--- src/pwm_fb_pkg.sv ---
// Shared constants, register map and carrier types for the falling blank and output F steer block.
package pwm_fb_pkg;

    // ------------------------------------------------------------------
    // Register map (byte addresses on the Avalon-MM slave)
    // ------------------------------------------------------------------
    localparam logic [3:0] OFS_FALLING_BLANK_TIME = 4'h0;
    localparam logic [3:0] OFS_OUTPUT_STEERING    = 4'h4;
    localparam logic [3:0] OFS_MODE_CONTROL       = 4'h8;
    localparam logic [3:0] OFS_STATUS             = 4'hc;

    // ------------------------------------------------------------------
    // Field positions and reset values
    // ------------------------------------------------------------------
    localparam int         STEER_F_BIT       = 5;
    localparam int         STEER_WIDTH       = 6;
    localparam int         STAT_BLANK_BIT    = 0;
    localparam int         STAT_OUT_F_BIT    = 1;
    localparam logic [7:0] RST_FALLING_BLANK = 8'h00;
    localparam logic [5:0] RST_STEERING      = 6'h01;
    localparam logic [3:0] RST_MODE          = 4'h0;
    localparam logic [7:0] RST_DIV_CNT       = 8'h00;

    // ------------------------------------------------------------------
    // Output mode codes and drive levels
    // ------------------------------------------------------------------
    localparam logic [3:0] MODE_SINGLE     = 4'h0;
    localparam logic [3:0] MODE_COMPL      = 4'h1;
    localparam logic       INACTIVE_LEVEL  = 1'b0;
    localparam int         MOD_DIV_DEFAULT = 1;
    localparam int         MOD_DIV_MAX     = 256;

    // Bus handshake state, Gray along idle -> answer -> idle.
    typedef enum logic {
        BUS_IDLE = 1'b0,
        BUS_ACK  = 1'b1
    } bus_state_e;

    // Avalon-MM request from the master.
    typedef struct packed {
        logic        read;
        logic        write;
        logic [3:0]  address;
        logic [31:0] writedata;
        logic [3:0]  byteenable;
    } bus_req_s;

    // Avalon-MM answer to the master.
    typedef struct packed {
        logic        waitrequest;
        logic [31:0] readdata;
    } bus_rsp_s;

    // State of the blanking timer.
    typedef struct packed {
        logic [7:0] cnt;
        logic       active;
    } blank_state_s;

    // State of the top block.
    typedef struct packed {
        bus_state_e  bus;
        logic [31:0] rdata;
        logic [7:0]  blank_time;
        logic [5:0]  steer;
        logic [3:0]  mode;
        logic [7:0]  div_cnt;
        logic        tick;
        logic        pwm_prev;
        logic        out_f;
    } top_state_s;

endpackage

--- src/fall_blank_timer.sv ---
// Falling-edge blanking timer counted in modulator clock periods.
`timescale 1ns/1ps

module fall_blank_timer (
    // Clock and reset.
    input  wire logic       clk_i,
    input  wire logic       nrst_i,
    // Timing controls.
    input  wire logic       tick_i,
    input  wire logic       fall_i,
    input  wire logic [7:0] count_i,
    // Blanking window.
    output logic            active_o
);

    pwm_fb_pkg::blank_state_s st_q;
    pwm_fb_pkg::blank_state_s st_d;

    // A falling edge reloads the window, even one that lands inside a running window,
    // so the blanking always covers the latest edge. A zero count gives no window.
    always_comb begin
        st_d = st_q;
        if (fall_i) begin
            st_d.cnt = count_i;
        end else if (tick_i && (st_q.cnt != 8'h00)) begin
            st_d.cnt = st_q.cnt - 8'h01;
        end
        st_d.active = (st_d.cnt != 8'h00);
    end

    // State register.
    always_ff @(posedge clk_i or negedge nrst_i) begin
        if (!nrst_i) begin
            st_q <= '0;
        end else begin
            st_q <= st_d;
        end
    end

    assign active_o = st_q.active;

endmodule

--- src/pwm_fall_blank_steer_f.sv ---
// Falling-edge blanking time and output F steering, with an Avalon-MM register slave.
//
// Notes on behaviour
// - Falling blank field is an unsigned count of modulator clock periods of blanking.
// - Steering bits seven and six read zero; writes to them do nothing.
// - Any reset clears blank count and steer bits five to one, sets steer bit zero.
// - Complementary mode with F steer set puts the complementary waveform on output F.
// - Complementary mode with F steer clear holds output F at the inactive level.
// - F steer enable is steering bit five; its meaning depends on output mode.
//
// Chosen here: the Avalon-MM slave port and the address map.
`timescale 1ns/1ps

module pwm_fall_blank_steer_f #(
    parameter int MOD_DIV = pwm_fb_pkg::MOD_DIV_DEFAULT
) (
    // Clock and reset.
    input  wire logic                 clk_i,
    input  wire logic                 nrst_i,
    // Avalon-MM register slave.
    input  wire pwm_fb_pkg::bus_req_s avs_req_i,
    output pwm_fb_pkg::bus_rsp_s      avs_rsp_o,
    // Modulator waveform in, active high.
    input  wire logic                 pwm_i,
    // Power-stage and neighbour outputs.
    output logic                      output_f_o,
    output logic                      blank_active_o,
    output logic [5:0]                steer_enables_o,
    output logic [3:0]                output_mode_select_o
);

    // ------------------------------------------------------------------
    // Elaboration checks
    // ------------------------------------------------------------------
    if ((MOD_DIV < 1) || (MOD_DIV > pwm_fb_pkg::MOD_DIV_MAX)) begin : g_chk_div
        $error("MOD_DIV must lie between 1 and 256");
    end

    localparam logic [7:0] DIV_LAST = 8'((MOD_DIV - 1) & 8'hff);

    // ------------------------------------------------------------------
    // Helpers
    // ------------------------------------------------------------------

    // Register index from a byte address; 3'h4 marks an unmapped address.
    function automatic logic [2:0] reg_index(input logic [3:0] addr);
        if (addr == pwm_fb_pkg::OFS_FALLING_BLANK_TIME) begin
            reg_index = 3'h0;
        end else if (addr == pwm_fb_pkg::OFS_OUTPUT_STEERING) begin
            reg_index = 3'h1;
        end else if (addr == pwm_fb_pkg::OFS_MODE_CONTROL) begin
            reg_index = 3'h2;
        end else if (addr == pwm_fb_pkg::OFS_STATUS) begin
            reg_index = 3'h3;
        end else begin
            reg_index = 3'h4;
        end
    endfunction

    // Output F level for a mode, steer bit and waveform.
    function automatic logic f_level(input logic [3:0] mode, input logic steer_f,
                                     input logic pwm);
        if (!steer_f) begin
            f_level = pwm_fb_pkg::INACTIVE_LEVEL;
        end else if (mode == pwm_fb_pkg::MODE_SINGLE) begin
            f_level = pwm;
        end else if (mode == pwm_fb_pkg::MODE_COMPL) begin
            f_level = ~pwm;
        end else begin
            f_level = pwm_fb_pkg::INACTIVE_LEVEL;
        end
    endfunction

    // ------------------------------------------------------------------
    // State
    // ------------------------------------------------------------------
    pwm_fb_pkg::top_state_s st_q;
    pwm_fb_pkg::top_state_s st_d;
    logic                   blank_active;
    logic                   req;
    logic                   take;
    logic                   fall;
    logic [2:0]             idx;

    assign req  = avs_req_i.read | avs_req_i.write;
    assign take = req && (st_q.bus == pwm_fb_pkg::BUS_ACK);
    assign fall = st_q.pwm_prev & ~pwm_i;
    assign idx  = reg_index(avs_req_i.address);

    // ------------------------------------------------------------------
    // Next state
    // ------------------------------------------------------------------

    // The bus answers one cycle after the request appears: read data is captured in the
    // first cycle and stands while waitrequest is low, and a write lands one edge later, on the edge that samples waitrequest low.
    // The extra cycle costs bandwidth but keeps readdata straight from a flip-flop.
    always_comb begin
        st_d = st_q;
        // Modulator clock enable from the divider.
        if (st_q.div_cnt == DIV_LAST) begin
            st_d.div_cnt = pwm_fb_pkg::RST_DIV_CNT;
            st_d.tick    = 1'b1;
        end else begin
            st_d.div_cnt = st_q.div_cnt + 8'h01;
            st_d.tick    = 1'b0;
        end
        st_d.pwm_prev = pwm_i;
        // Output F steering, registered so the pin sees no decode glitches.
        st_d.out_f = f_level(st_q.mode, st_q.steer[pwm_fb_pkg::STEER_F_BIT], pwm_i);
        // Bus handshake.
        if (take) begin
            st_d.bus = pwm_fb_pkg::BUS_IDLE;
        end else if (req) begin
            st_d.bus   = pwm_fb_pkg::BUS_ACK;
            st_d.rdata = 32'h0000_0000;
            if (idx == 3'h0) begin
                st_d.rdata[7:0] = st_q.blank_time;
            end else if (idx == 3'h1) begin
                st_d.rdata[5:0] = st_q.steer;
            end else if (idx == 3'h2) begin
                st_d.rdata[3:0] = st_q.mode;
            end else if (idx == 3'h3) begin
                st_d.rdata[pwm_fb_pkg::STAT_BLANK_BIT] = blank_active;
                st_d.rdata[pwm_fb_pkg::STAT_OUT_F_BIT] = st_q.out_f;
            end
        end
        // Register writes use byte lane 0 only; the upper lanes hold no bits.
        if (take && avs_req_i.write && avs_req_i.byteenable[0]) begin
            if (idx == 3'h0) begin
                st_d.blank_time = avs_req_i.writedata[7:0];
            end else if (idx == 3'h1) begin
                st_d.steer = avs_req_i.writedata[5:0];
            end else if (idx == 3'h2) begin
                st_d.mode = avs_req_i.writedata[3:0];
            end
        end
    end

    // State register; every reset kind arrives here as the one reset input.
    always_ff @(posedge clk_i or negedge nrst_i) begin
        if (!nrst_i) begin
            st_q.bus        <= pwm_fb_pkg::BUS_IDLE;
            st_q.rdata      <= 32'h0000_0000;
            st_q.blank_time <= pwm_fb_pkg::RST_FALLING_BLANK;
            st_q.steer      <= pwm_fb_pkg::RST_STEERING;
            st_q.mode       <= pwm_fb_pkg::RST_MODE;
            st_q.div_cnt    <= pwm_fb_pkg::RST_DIV_CNT;
            st_q.tick       <= 1'b0;
            st_q.pwm_prev   <= 1'b0;
            st_q.out_f      <= pwm_fb_pkg::INACTIVE_LEVEL;
        end else begin
            st_q <= st_d;
        end
    end

    // ------------------------------------------------------------------
    // Blanking timer
    // ------------------------------------------------------------------
    fall_blank_timer u_blank (
        .clk_i    (clk_i),
        .nrst_i   (nrst_i),
        .tick_i   (st_q.tick),
        .fall_i   (fall),
        .count_i  (st_q.blank_time),
        .active_o (blank_active)
    );

    // Outputs.
    assign avs_rsp_o.waitrequest = req && (st_q.bus == pwm_fb_pkg::BUS_IDLE);
    assign avs_rsp_o.readdata    = st_q.rdata;
    assign output_f_o            = st_q.out_f;
    assign blank_active_o        = blank_active;
    assign steer_enables_o       = st_q.steer;
    assign output_mode_select_o  = st_q.mode;

    // ------------------------------------------------------------------
    // Assertions
    // ------------------------------------------------------------------

    // Length of the current blanking window and the count that started it.
    logic [17:0] blank_len_q;
    logic [7:0]  blank_load_q;
    always_ff @(posedge clk_i or negedge nrst_i) begin
        if (!nrst_i) begin
            blank_len_q  <= 18'h0_0000;
            blank_load_q <= 8'h00;
        end else if (fall) begin
            blank_len_q  <= 18'h0_0000;
            blank_load_q <= st_q.blank_time;
        end else if (blank_active) begin
            blank_len_q <= blank_len_q + 18'h0_0001;
        end
    end

    property p_blank_start;
        @(posedge clk_i) disable iff (!nrst_i)
        (fall && (st_q.blank_time != 8'h00)) |=> blank_active;
    endproperty
    a_blank_start: assert property (p_blank_start) else $error("blanking did not start");

    property p_blank_zero;
        @(posedge clk_i) disable iff (!nrst_i)
        (fall && (st_q.blank_time == 8'h00) && !blank_active) |=> !blank_active;
    endproperty
    a_blank_zero: assert property (p_blank_zero) else $error("zero count blanked");

    property p_blank_len;
        @(posedge clk_i) disable iff (!nrst_i)
        blank_active |-> (blank_len_q < (18'(blank_load_q) * 18'(MOD_DIV)));
    endproperty
    a_blank_len: assert property (p_blank_len) else $error("blanking ran too long");

    property p_steer_read_top;
        @(posedge clk_i) disable iff (!nrst_i)
        (take && avs_req_i.read && (idx == 3'h1)) |-> (avs_rsp_o.readdata[31:6] == 26'h0);
    endproperty
    a_steer_read_top: assert property (p_steer_read_top) else $error("steer top bits nonzero");

    property p_reset_values;
        @(posedge clk_i) disable iff (!nrst_i)
        $rose(nrst_i) |-> ((st_q.steer == 6'h01) && (st_q.blank_time == 8'h00));
    endproperty
    a_reset_values: assert property (p_reset_values) else $error("bad reset values");

    property p_compl_on;
        @(posedge clk_i) disable iff (!nrst_i)
        ((st_q.mode == 4'h1) && st_q.steer[5]) |=> (output_f_o == !$past(pwm_i));
    endproperty
    a_compl_on: assert property (p_compl_on) else $error("output F not complementary");

    property p_compl_off;
        @(posedge clk_i) disable iff (!nrst_i)
        ((st_q.mode == 4'h1) && !st_q.steer[5]) |=> (output_f_o == 1'b0);
    endproperty
    a_compl_off: assert property (p_compl_off) else $error("output F not inactive");

    property p_steer_write;
        @(posedge clk_i) disable iff (!nrst_i)
        (take && avs_req_i.write && (idx == 3'h1) && avs_req_i.byteenable[0])
        |=> (steer_enables_o[5] == $past(avs_req_i.writedata[5]));
    endproperty
    a_steer_write: assert property (p_steer_write) else $error("F steer bit not stored");

    property p_single;
        @(posedge clk_i) disable iff (!nrst_i)
        (st_q.mode == 4'h0) |=> (output_f_o == ($past(st_q.steer[5]) & $past(pwm_i)));
    endproperty
    a_single: assert property (p_single) else $error("single mode output F wrong");

    property p_answer_bound;
        @(posedge clk_i) disable iff (!nrst_i)
        (req && !take) |=> take;
    endproperty
    a_answer_bound: assert property (p_answer_bound) else $error("bus answer late");

    // Main scenarios.
    c_compl_pulse: cover property (@(posedge clk_i) disable iff (!nrst_i)
        (st_q.mode == 4'h1) && st_q.steer[5] && fall);
    c_blank_window: cover property (@(posedge clk_i) disable iff (!nrst_i)
        blank_active ##1 !blank_active);
    c_steer_write: cover property (@(posedge clk_i) disable iff (!nrst_i)
        take && avs_req_i.write && (idx == 3'h1));
    c_unmapped_read: cover property (@(posedge clk_i) disable iff (!nrst_i)
        take && avs_req_i.read && (idx == 3'h4));

endmodule

--- config.mk ---
export PLATFORM = sky130hd
export DESIGN_NAME = pwm_fall_blank_steer_f
export DESIGN_NICKNAME = d
export VERILOG_FILES = /design/src/pwm_fb_pkg.sv /design/src/fall_blank_timer.sv /design/src/pwm_fall_blank_steer_f.sv
export SDC_FILE = /design/constraint.sdc
export NUM_CORES = 1
export LEC_CHECK = 0
export BUFFER_PORTS_ARGS = -buffer_cell sky130_fd_sc_hd__buf_2
export CAP_MARGIN = 40
export CORE_AREA = 2 2 75 77
export CTS_CLUSTER_SIZE = 24
export DETAILED_ROUTE_END_ITERATION = 6
export DIE_AREA = 0 0 77 79
export PLACE_DENSITY = 0.78
export SLEW_MARGIN = 20
export SYNTH_ARGS = -nofsm -noshare
export SYNTH_HDL_FRONTEND = slang
export SYNTH_SLANG_ARGS = --single-unit
export TNS_END_PERCENT = 20
--- constraint.sdc ---
create_clock -name clk_i -period 2.38 [get_ports clk_i]
set_input_delay 0.238 -clock clk_i [delete_from_list [all_inputs] [get_ports clk_i]]
set_output_delay 0.238 -clock clk_i [all_outputs]
set_load 0.01 [all_outputs]
# [Word-level counts from Yosys, hierarchy flattened]
# Index checks and enable logic that the tools add are counted.
[classes] addsub=2 n_eq_ne=7 mux=19 bitwise_logic=7 reduce_logical=16
[ops] cell="two-way mux 33 bit" n=1
[ops] cell="two-way mux 8 bit" n=2
[ops] cell="nonzero test 8 bit" n=2
[ops] cell="two-way mux 3 bit" n=4
[ops] cell="two-way mux 2 bit" n=5
[ops] cell="two-way mux 9 bit" n=1
[ops] cell="adder 8 x 1 -> 8 bit (second input constant)" n=1
[ops] cell="equality test 4 bit (second input constant)" n=2
[ops] cell="logical NOT 4 bit" n=2
[ops] cell="logical NOT 8 bit" n=1
[ops] cell="subtractor 8 x 1 -> 8 bit (second input constant)" n=1
[ops] cell="equality test 3 x 2 -> 1 bit (second input constant)" n=2
[ops] cell="two-way mux 6 bit" n=1
[ops] cell="logical AND 1 bit" n=5
[ops] cell="NOT 1 bit" n=5
[ops] cell="equality test 4 x 1 -> 1 bit (second input constant)" n=1
[ops] cell="equality test 4 x 3 -> 1 bit (second input constant)" n=1
[ops] cell="two-way mux 1 bit" n=4
[ops] cell="two-way mux 4 bit" n=1
[ops] cell="AND reduction 2 bit" n=2
[ops] cell="AND reduction 4 bit" n=1
[ops] cell="equality test 3 x 1 -> 1 bit (second input constant)" n=1
[ops] cell="logical NOT 3 bit" n=1
[ops] cell="AND reduction 3 bit" n=1
[ops] cell="3 further kinds" n=3
[totals] ff_bits=47 inputBits=45 output_inout_bits=45

# [Logic depth before layout (Yosys ltp)]
# Gate-level depths: netlist of the first run.
[depth] depth_word=12 mapped_depth=7 depth_no_buf=7

# [Hierarchy]
# From an unflattened synthesis of the first run, not the netlist that was laid out.
[unflattened] cells_unflattened=244 hier_area_um2=2631.3
[by_module_without_submodules] module="pwm_fall_blank_steer_f" instances=1 cells_per_inst=176 area_per_inst_um2=1980.6
[by_module_without_submodules] module="fall_blank_timer" instances=1 cells_per_inst=68 area_per_inst_um2=650.6

# [Least setup slack after synthesis of the first run]
# No wires, ideal clock.
[synth_path] path_kind="reg2reg" from="register u_blank.st_q[1] (netlist bit)" to="register u_blank.st_q, in the netlist u_blank.active_o" setup_time_ns=0.072 arrival_time_ns=1.818 setup_slack_ns=0.490 stages_incl_launch_ff=8 n_path_buf=0 period_less_slack_ns=1.890 cell_sequence="dfrtp_1 > inv_1 > ha_1 > or4b_4 > or4b_4 > nand3_2 > a211oi_1 > nand4b_1"
[synth_lines] element="start: declaration" line_no="fall_blank_timer.sv:16" rtl="pwm_fb_pkg::blank_state_s st_q;"
[synth_lines] element="start signal: assignment" line_no="fall_blank_timer.sv:36" rtl="st_q <= st_d;"

==> impl_results.md, run 1 <==
- Status: finished, final reports clean
- Core Area: between 5000 and 6000 µm²
- EDFF count, synth: 0
- Layout Skew: a little over 6 ps
- Clk buf depth: 2
- Slew headroom: 0.616
- Setup violators final: 0
- Placer Congestion: 0.808
- GR Util met2: 0.246
- Async SR Flop Fraction: 1.00
- Mapped Cells: ~230
- First-pass DRT Iterations: 4
- Max-slew violations: 0
- Most used DFF post-synth: dfrtp_1
- CTS tree: built
- Crit share post-route: 0.859
- Combinational power share: 0.280
- Seq/Total Area, Yosys: 0.464
- Critical Path Start Type: register
- Fin worst setup slack: ~340 ps
- Max_cap viols: 0
- Die width: around 77 µm
- Ys Warns: 0
- CP required: approximately 2600 ps
- Compound-gate portion of the synthesized area: 0.0670
- H-tree depth: 2
- CP Class: reg2reg
- Switching power share of the total: 0.334
- GR peak layer: met2
- GR Overflow Total: 0
- RSZ-0062 raised after global routing: no
- Die ar.: approximately 6100 µm²
- Initial DRC Count: 62
- NetSw: slightly above 700 µW
- DRC: 0
- Average size of a mapped cell: approximately 11 µm²
- Largest family of logic cells by synthesized area: buffers and inverters
- Worst setup EP type: register
- Fillcell total: 512
- Sequential power share: 0.510
- Clk_lat worst skew: 300 ps
- Nets: 302
- Data arrival time of the worst path: 2270 ps
- Netlist cell types: 48
- Global-route wire length before repair: 7.38 mm
- Total Wirelength: about 4.4 mm
- Drt via density: 5.00
- Initial core utilization: 0.476
- Met3 Usage GRT: 0.0398
- Mapped cell area: between 2000 and 3000 µm²
- Power Density: between 800 and 900 nW/µm²
- Commonest non-fill, non-tap cell in the layout: dfrtp_1
- Fmax: around 0.5 GHz
- Commonest non-fill, non-tap cells in the layout: 46 x dfrtp_1, 38 x buf_2, 24 x conb_1, 17 x mux2_2, 15 x nor2_1
- GRT Overall Usage: 0.156
- Synth Area in Adders: 0.0197
- Crit. Startpoint: u_blank.st_q[2]$_DFF_PN0_
- Share of cells above drive strength 1: 0.291
- Total CTS buffers: 5
- Largest net degree at the start of global routing: 48
- Clk pin slew, worst setup/hold paths: about 80 ps
- Die Y: 79 µm
- Mux cell area share after synthesis: 0.117
- Setup WS pre-CTS: 378 ps
- Total number of vias: approximately 1600
- GRT met1 Usage: 0.201
- CP Max Fanout: 5
- Row cnt: 27
- Antenna violations before repair: 0
- Area share of xor/xnor cells in the synthesized design: 0.0310
- CTS sink cnt: between 40 and 50
- Cts repair resizes: 0
- Dpl hpwl: between 3 and 4 mm
- Hold-fix buffers, CTS: 0
- Synth Area in Simple Gates: 0.147
- Post-CTS Setup Bufs: 0
- Root Buffer: clkbuf_8
- Static Leak: ~0.0013 µW
- Internal Pwr Total: 1450 µW
- Setup TNS: 0 ps
- Clock power share: 0.210
- I/O Pins: 90
- Hold crit path type: in2async
- Hold Fails Final Rpt: 0
- Clock period minus worst slack: a little over 2000 ps
- Port bufs: 38
- # diodes: 0
- Slew @ Worst Pin: about 570 ps
- P&R area growth vs syn: 4.19%
- Antenna-violating nets left: 0
- Synth Register Bits: 47
- Peak VDD IR: approximately 340 µV
- Reg2reg start: u_blank.st_q[2]$_DFF_PN0_
- Vias in the first global route: roughly 1600
- Avg WL per Cell: between 10 and 15 µm
## power by group through the flow
stage | logic, µW | registers [µW] | clock network [µW]
after floorplan | 561 | 1080 | 0
after global placement | 596 | 1110 | 0
after detailed placement | 611 | 1130 | 0
after CTS | 613 | 1110 | 474
after global routing | 684 | 1140 | 512
final | 609 | 1110 | 457
## per-layer routing
layer  part of all wire  wire [µm]
met5                  0          0
met3              0.056        247
met2               0.47       2090
met4              0.026        113
met1               0.45       1980
## worst max-delay path, stage by stage (launching register included)
cell      delay (ps)
dfrtp_1          390
inv_1            100
ha_1             180
or4b_4           510
or4b_4           540
nand3_2          100
a211oi_1          50
nand4b_1         100
## kinds of logic after synthesis
group	Yosys count
DFF	47
xor gates and xnor gates	9
buffers and inverters	58
AOI/OAI and AO/OA	25
and+or+nand+nor	64
muxes	25
adders and majority gates	4
other	1
## area by class of cell
type	instances	area, µm²	share of cell area
clock buffer	5	68.8	0.0260
clock inverter	3	15.0	0.00568
inverter	8	30.0	0.0114
multi-input combinational	151	1060	0.400
sequential	47	1180	0.445
tap	72	90.1	0.0341
timing repair buffer	40	205	0.0776
## through the flow
stage	total power (µW)	area, µm²	cells	hold WS, ps	util
floorplan	1640	2630	256	-57.6	-
global placement	1710	2560	318	363	0.480
detailed placement	1740	2560	318	361	0.480
CTS	2200	2650	326	33.5	0.496
global route	2340	2650	326	54.3	0.496
finish	2180	2650	326	22.3	0.496
## sequential cells by signal (all words and copies together), names as in the netlist
signal                cells
avs_rsp_o                 8
st_q                     19
output_f_o                1
steer_enables_o           6
u_blank.st_q              8
u_blank.active_o          1
output_mode_select_o      4
## cell usage after synthesis (3+ instances only)
master | n | share of area
a31oi_1 | 5 | 0.012
nor4_1 | 4 | 0.0099
mux2_2 | 17 | 0.075
nor2_1 | 15 | 0.022
nand2_1 | 13 | 0.019
o21ai_0 | 7 | 0.014
a22o_1 | 4 | 0.014
xnor2_1 | 8 | 0.028
inv_1 | 8 | 0.012
clkbuf_1 | 4 | 0.0059
mux2i_1 | 6 | 0.024
dfrtp_1 | 46 | 0.45
buf_4 | 43 | 0.13
nand3_1 | 6 | 0.012
and3_1 | 3 | 0.0074
ha_1 | 4 | 0.020
## path summary, 6_finish.rpt
check	to	slack [ps]	cells past startpoint
max in group asynchronous	st_q[5]$_DFF_PN0_	1960	2
max	u_blank.active_o$_DFF_PN0_	340	7
max reg2reg	u_blank.active_o$_DFF_PN0_	340	7
min reg2reg	avs_rsp_o[7]$_DFFE_PN0P_	480	2
min in group clk_i	st_q[1]$_DFF_PN0_	100	1
min	output_mode_select_o[2]$_DFFE_PN0P_	20	2
Power figures use the tool's default switching activity.
==> inputs of run 2 (changes only) <==
- SETUP_SLACK_MARGIN: unset -> 0.4
==> run 2 against run 1 <==
Against the previous run: cell count is 1.5% higher; fmax is 1.8% higher; routed wire length is 3.5% higher; design area is 3.0% higher; first-iteration DRC count is 23% higher; clock-buffer cell count stayed put; non-clock buffer count is 5 higher; total power is 5.2% higher; combinational power is 18% higher; global-route usage is 0.52 points higher; sequential share of layout area is 1.3 points lower; clock power hardly changed; highest routed layer unchanged.
==> impl_results.md, run 2 (synthesis results as in run 1) <==
- DRC: 0
- Slew @ Worst Pin: 585 ps
- Reg2reg start: u_blank.st_q[1]$_DFF_PN0_
- CP cell instances: inv_2 > ha_4 > or4b_4 > or4b_4 > nand3_4 > a211oi_2 > nand4b_1
- CP Class: reg2reg
- Power Density: 840 nW/µm²
- Status: finished, final reports clean
- Data arrival time of the worst path: between 2000 and 2500 ps
- Total Wirelength: 4.58 mm
- Setup violators final: 0
- Clk buf depth: 2
- Initial DRC Count: 76
- Critical Path Start Type: register
- Placer Congestion: 0.808
- Largest register FFs: 19
- Global-route wire length before repair: roughly 7.6 mm
- Commonest non-fill, non-tap cells in the layout: 46 x dfrtp_1, 38 x buf_2, 24 x conb_1, 17 x mux2_2, 15 x nor2_1
- Row cnt: 27
- Initial core utilization: 0.476
- Hold crit path type: in2async
- Peak VDD IR: around 340 µV
- Commonest non-fill, non-tap cell in the layout: dfrtp_1
- Dpl hpwl: ~3.3 mm
- Nets: around 300
- Total CTS buffers: 5
- Avg WL per Cell: approximately 14 µm
- Slew headroom: 0.610
- Antenna-violating nets left: 0
- CTS tree: built
- Layout Skew: ~5.6 ps
- Final Power: 2290 µW
- Die width: approximately 77 µm
- Worst setup EP type: register
- GRT Overall Usage: 0.161
- H-tree depth: 2
- Root Buffer: clkbuf_8
- Die Y: 79 µm
- Crit-path slowest cell: or4b_4
- Fillcell total: about 500
- Max-slew violations: 0
- Crit share post-route: 0.844
- Slowest stage delay, CP: roughly 550 ps
- Setup TNS: 0 ps
- Crit. Startpoint: u_blank.st_q[1]$_DFF_PN0_
- Fmax: 0.498 GHz
- Hold-fix buffers, CTS: 0
- Clk pin slew, worst setup/hold paths: ~80 ps
- P&R area growth vs syn: 7.34%
- RSZ-0062 raised after global routing: yes
- Reg with most FFs: st_q
- Static Leak: ~0.0014 µW
- CTS sink cnt: 47
- Core Area: 5340 µm²
- Min Hold Slack: around 15 ps
- CP Max Fanout: 5
- I/O Pins: 90
- Antenna violations before repair: 0
- Hold Fails Final Rpt: 0
- Cell mode on critical path: or4b_4
- Port bufs: 38
- GR Overflow Total: 0
- Die ar.: just over 6000 µm²
- # diodes: 0
- Clk_lat worst skew: 300 ps
- Share of cells above drive strength 1: 0.332
- Max_cap viols: 0
- Final core utilization: 0.511
- First-pass DRT Iterations: 4
- Largest net degree at the start of global routing: between 40 and 50
- CP required: approximately 2600 ps
- Clock period minus worst slack: between 2000 and 2500 ps
- Total number of vias: roughly 1700
- Vias in the first global route: ~1600
- Drt via density: a little over 5
-- run 2: worst paths after layout --
check	to	slack, ps	cells after the start
worst max-delay path	u_blank.active_o$_DFF_PN0_	370	7
worst min-delay path	st_q[4]$_DFF_PN0_	20	2
worst max register to register	u_blank.active_o$_DFF_PN0_	370	7
worst min register to register	avs_rsp_o[7]$_DFFE_PN0P_	480	2
max in group asynchronous	output_f_o$_DFF_PN0_	1960	2
min in group clk_i	st_q[1]$_DFF_PN0_	100	1
-- run 2: repair_timing --
item                                   CTS  global route
buffers inserted                         5             0
setup endpoints to repair                1             2
pin swaps                                4             4
endpoints found under the hold margin    0             0
resized for setup                        5             4
-- run 2: per-stage QoR --
stage	instance area, µm²	setup WS, ps	std cells
6_report	2730	372	331
5_1_grt	2730	284	331
4_1_cts	2700	405	331
3_5_place_dp	2560	378	318
3_3_place_gp	2560	375	318
2_1_floorplan	2630	490	256
-- run 2: critical path: cells and delay by family (launching register included) --
family | cells | cell delay, ps
compound gates | 1 | 40
fa+ha+maj | 1 | 130
buf+inv | 1 | 90
flops | 1 | 410
simple gates | 4 | 1260
-- run 2: layout make-up --
| class | count | area, µm² | area share |
|---|---|---|---|
| clock inverters | 3 | 15.0 | 0.00551 |
| repair buffers | 45 | 243 | 0.0891 |
| multi-input cells | 151 | 1100 | 0.404 |
| clock buffers | 5 | 68.8 | 0.0253 |
| well taps | 72 | 90.1 | 0.0331 |
| flip-flops and latches | 47 | 1180 | 0.432 |
| inverters | 8 | 30.0 | 0.0110 |
-- run 2: layer usage --
metal / up-vias / GRT usage / wire, µm
met5: - / 0 / 0
met4: 0 / 0.0804 / 119
met3: 13 / 0.0420 / 244
met2: 47 / 0.260 / 2250
met1: 814 / 0.201 / 1960
li1: 791 / - / -
-- run 2: report_power, final --
part / total [µW] / switching (µW) / internal (µW) / leakage, µW
sequential: 1110 / 153 / 960 / 0.000607
clock: 456 / 254 / 201 / 0.0000477
combinational: 721 / 365 / 356 / 0.000709
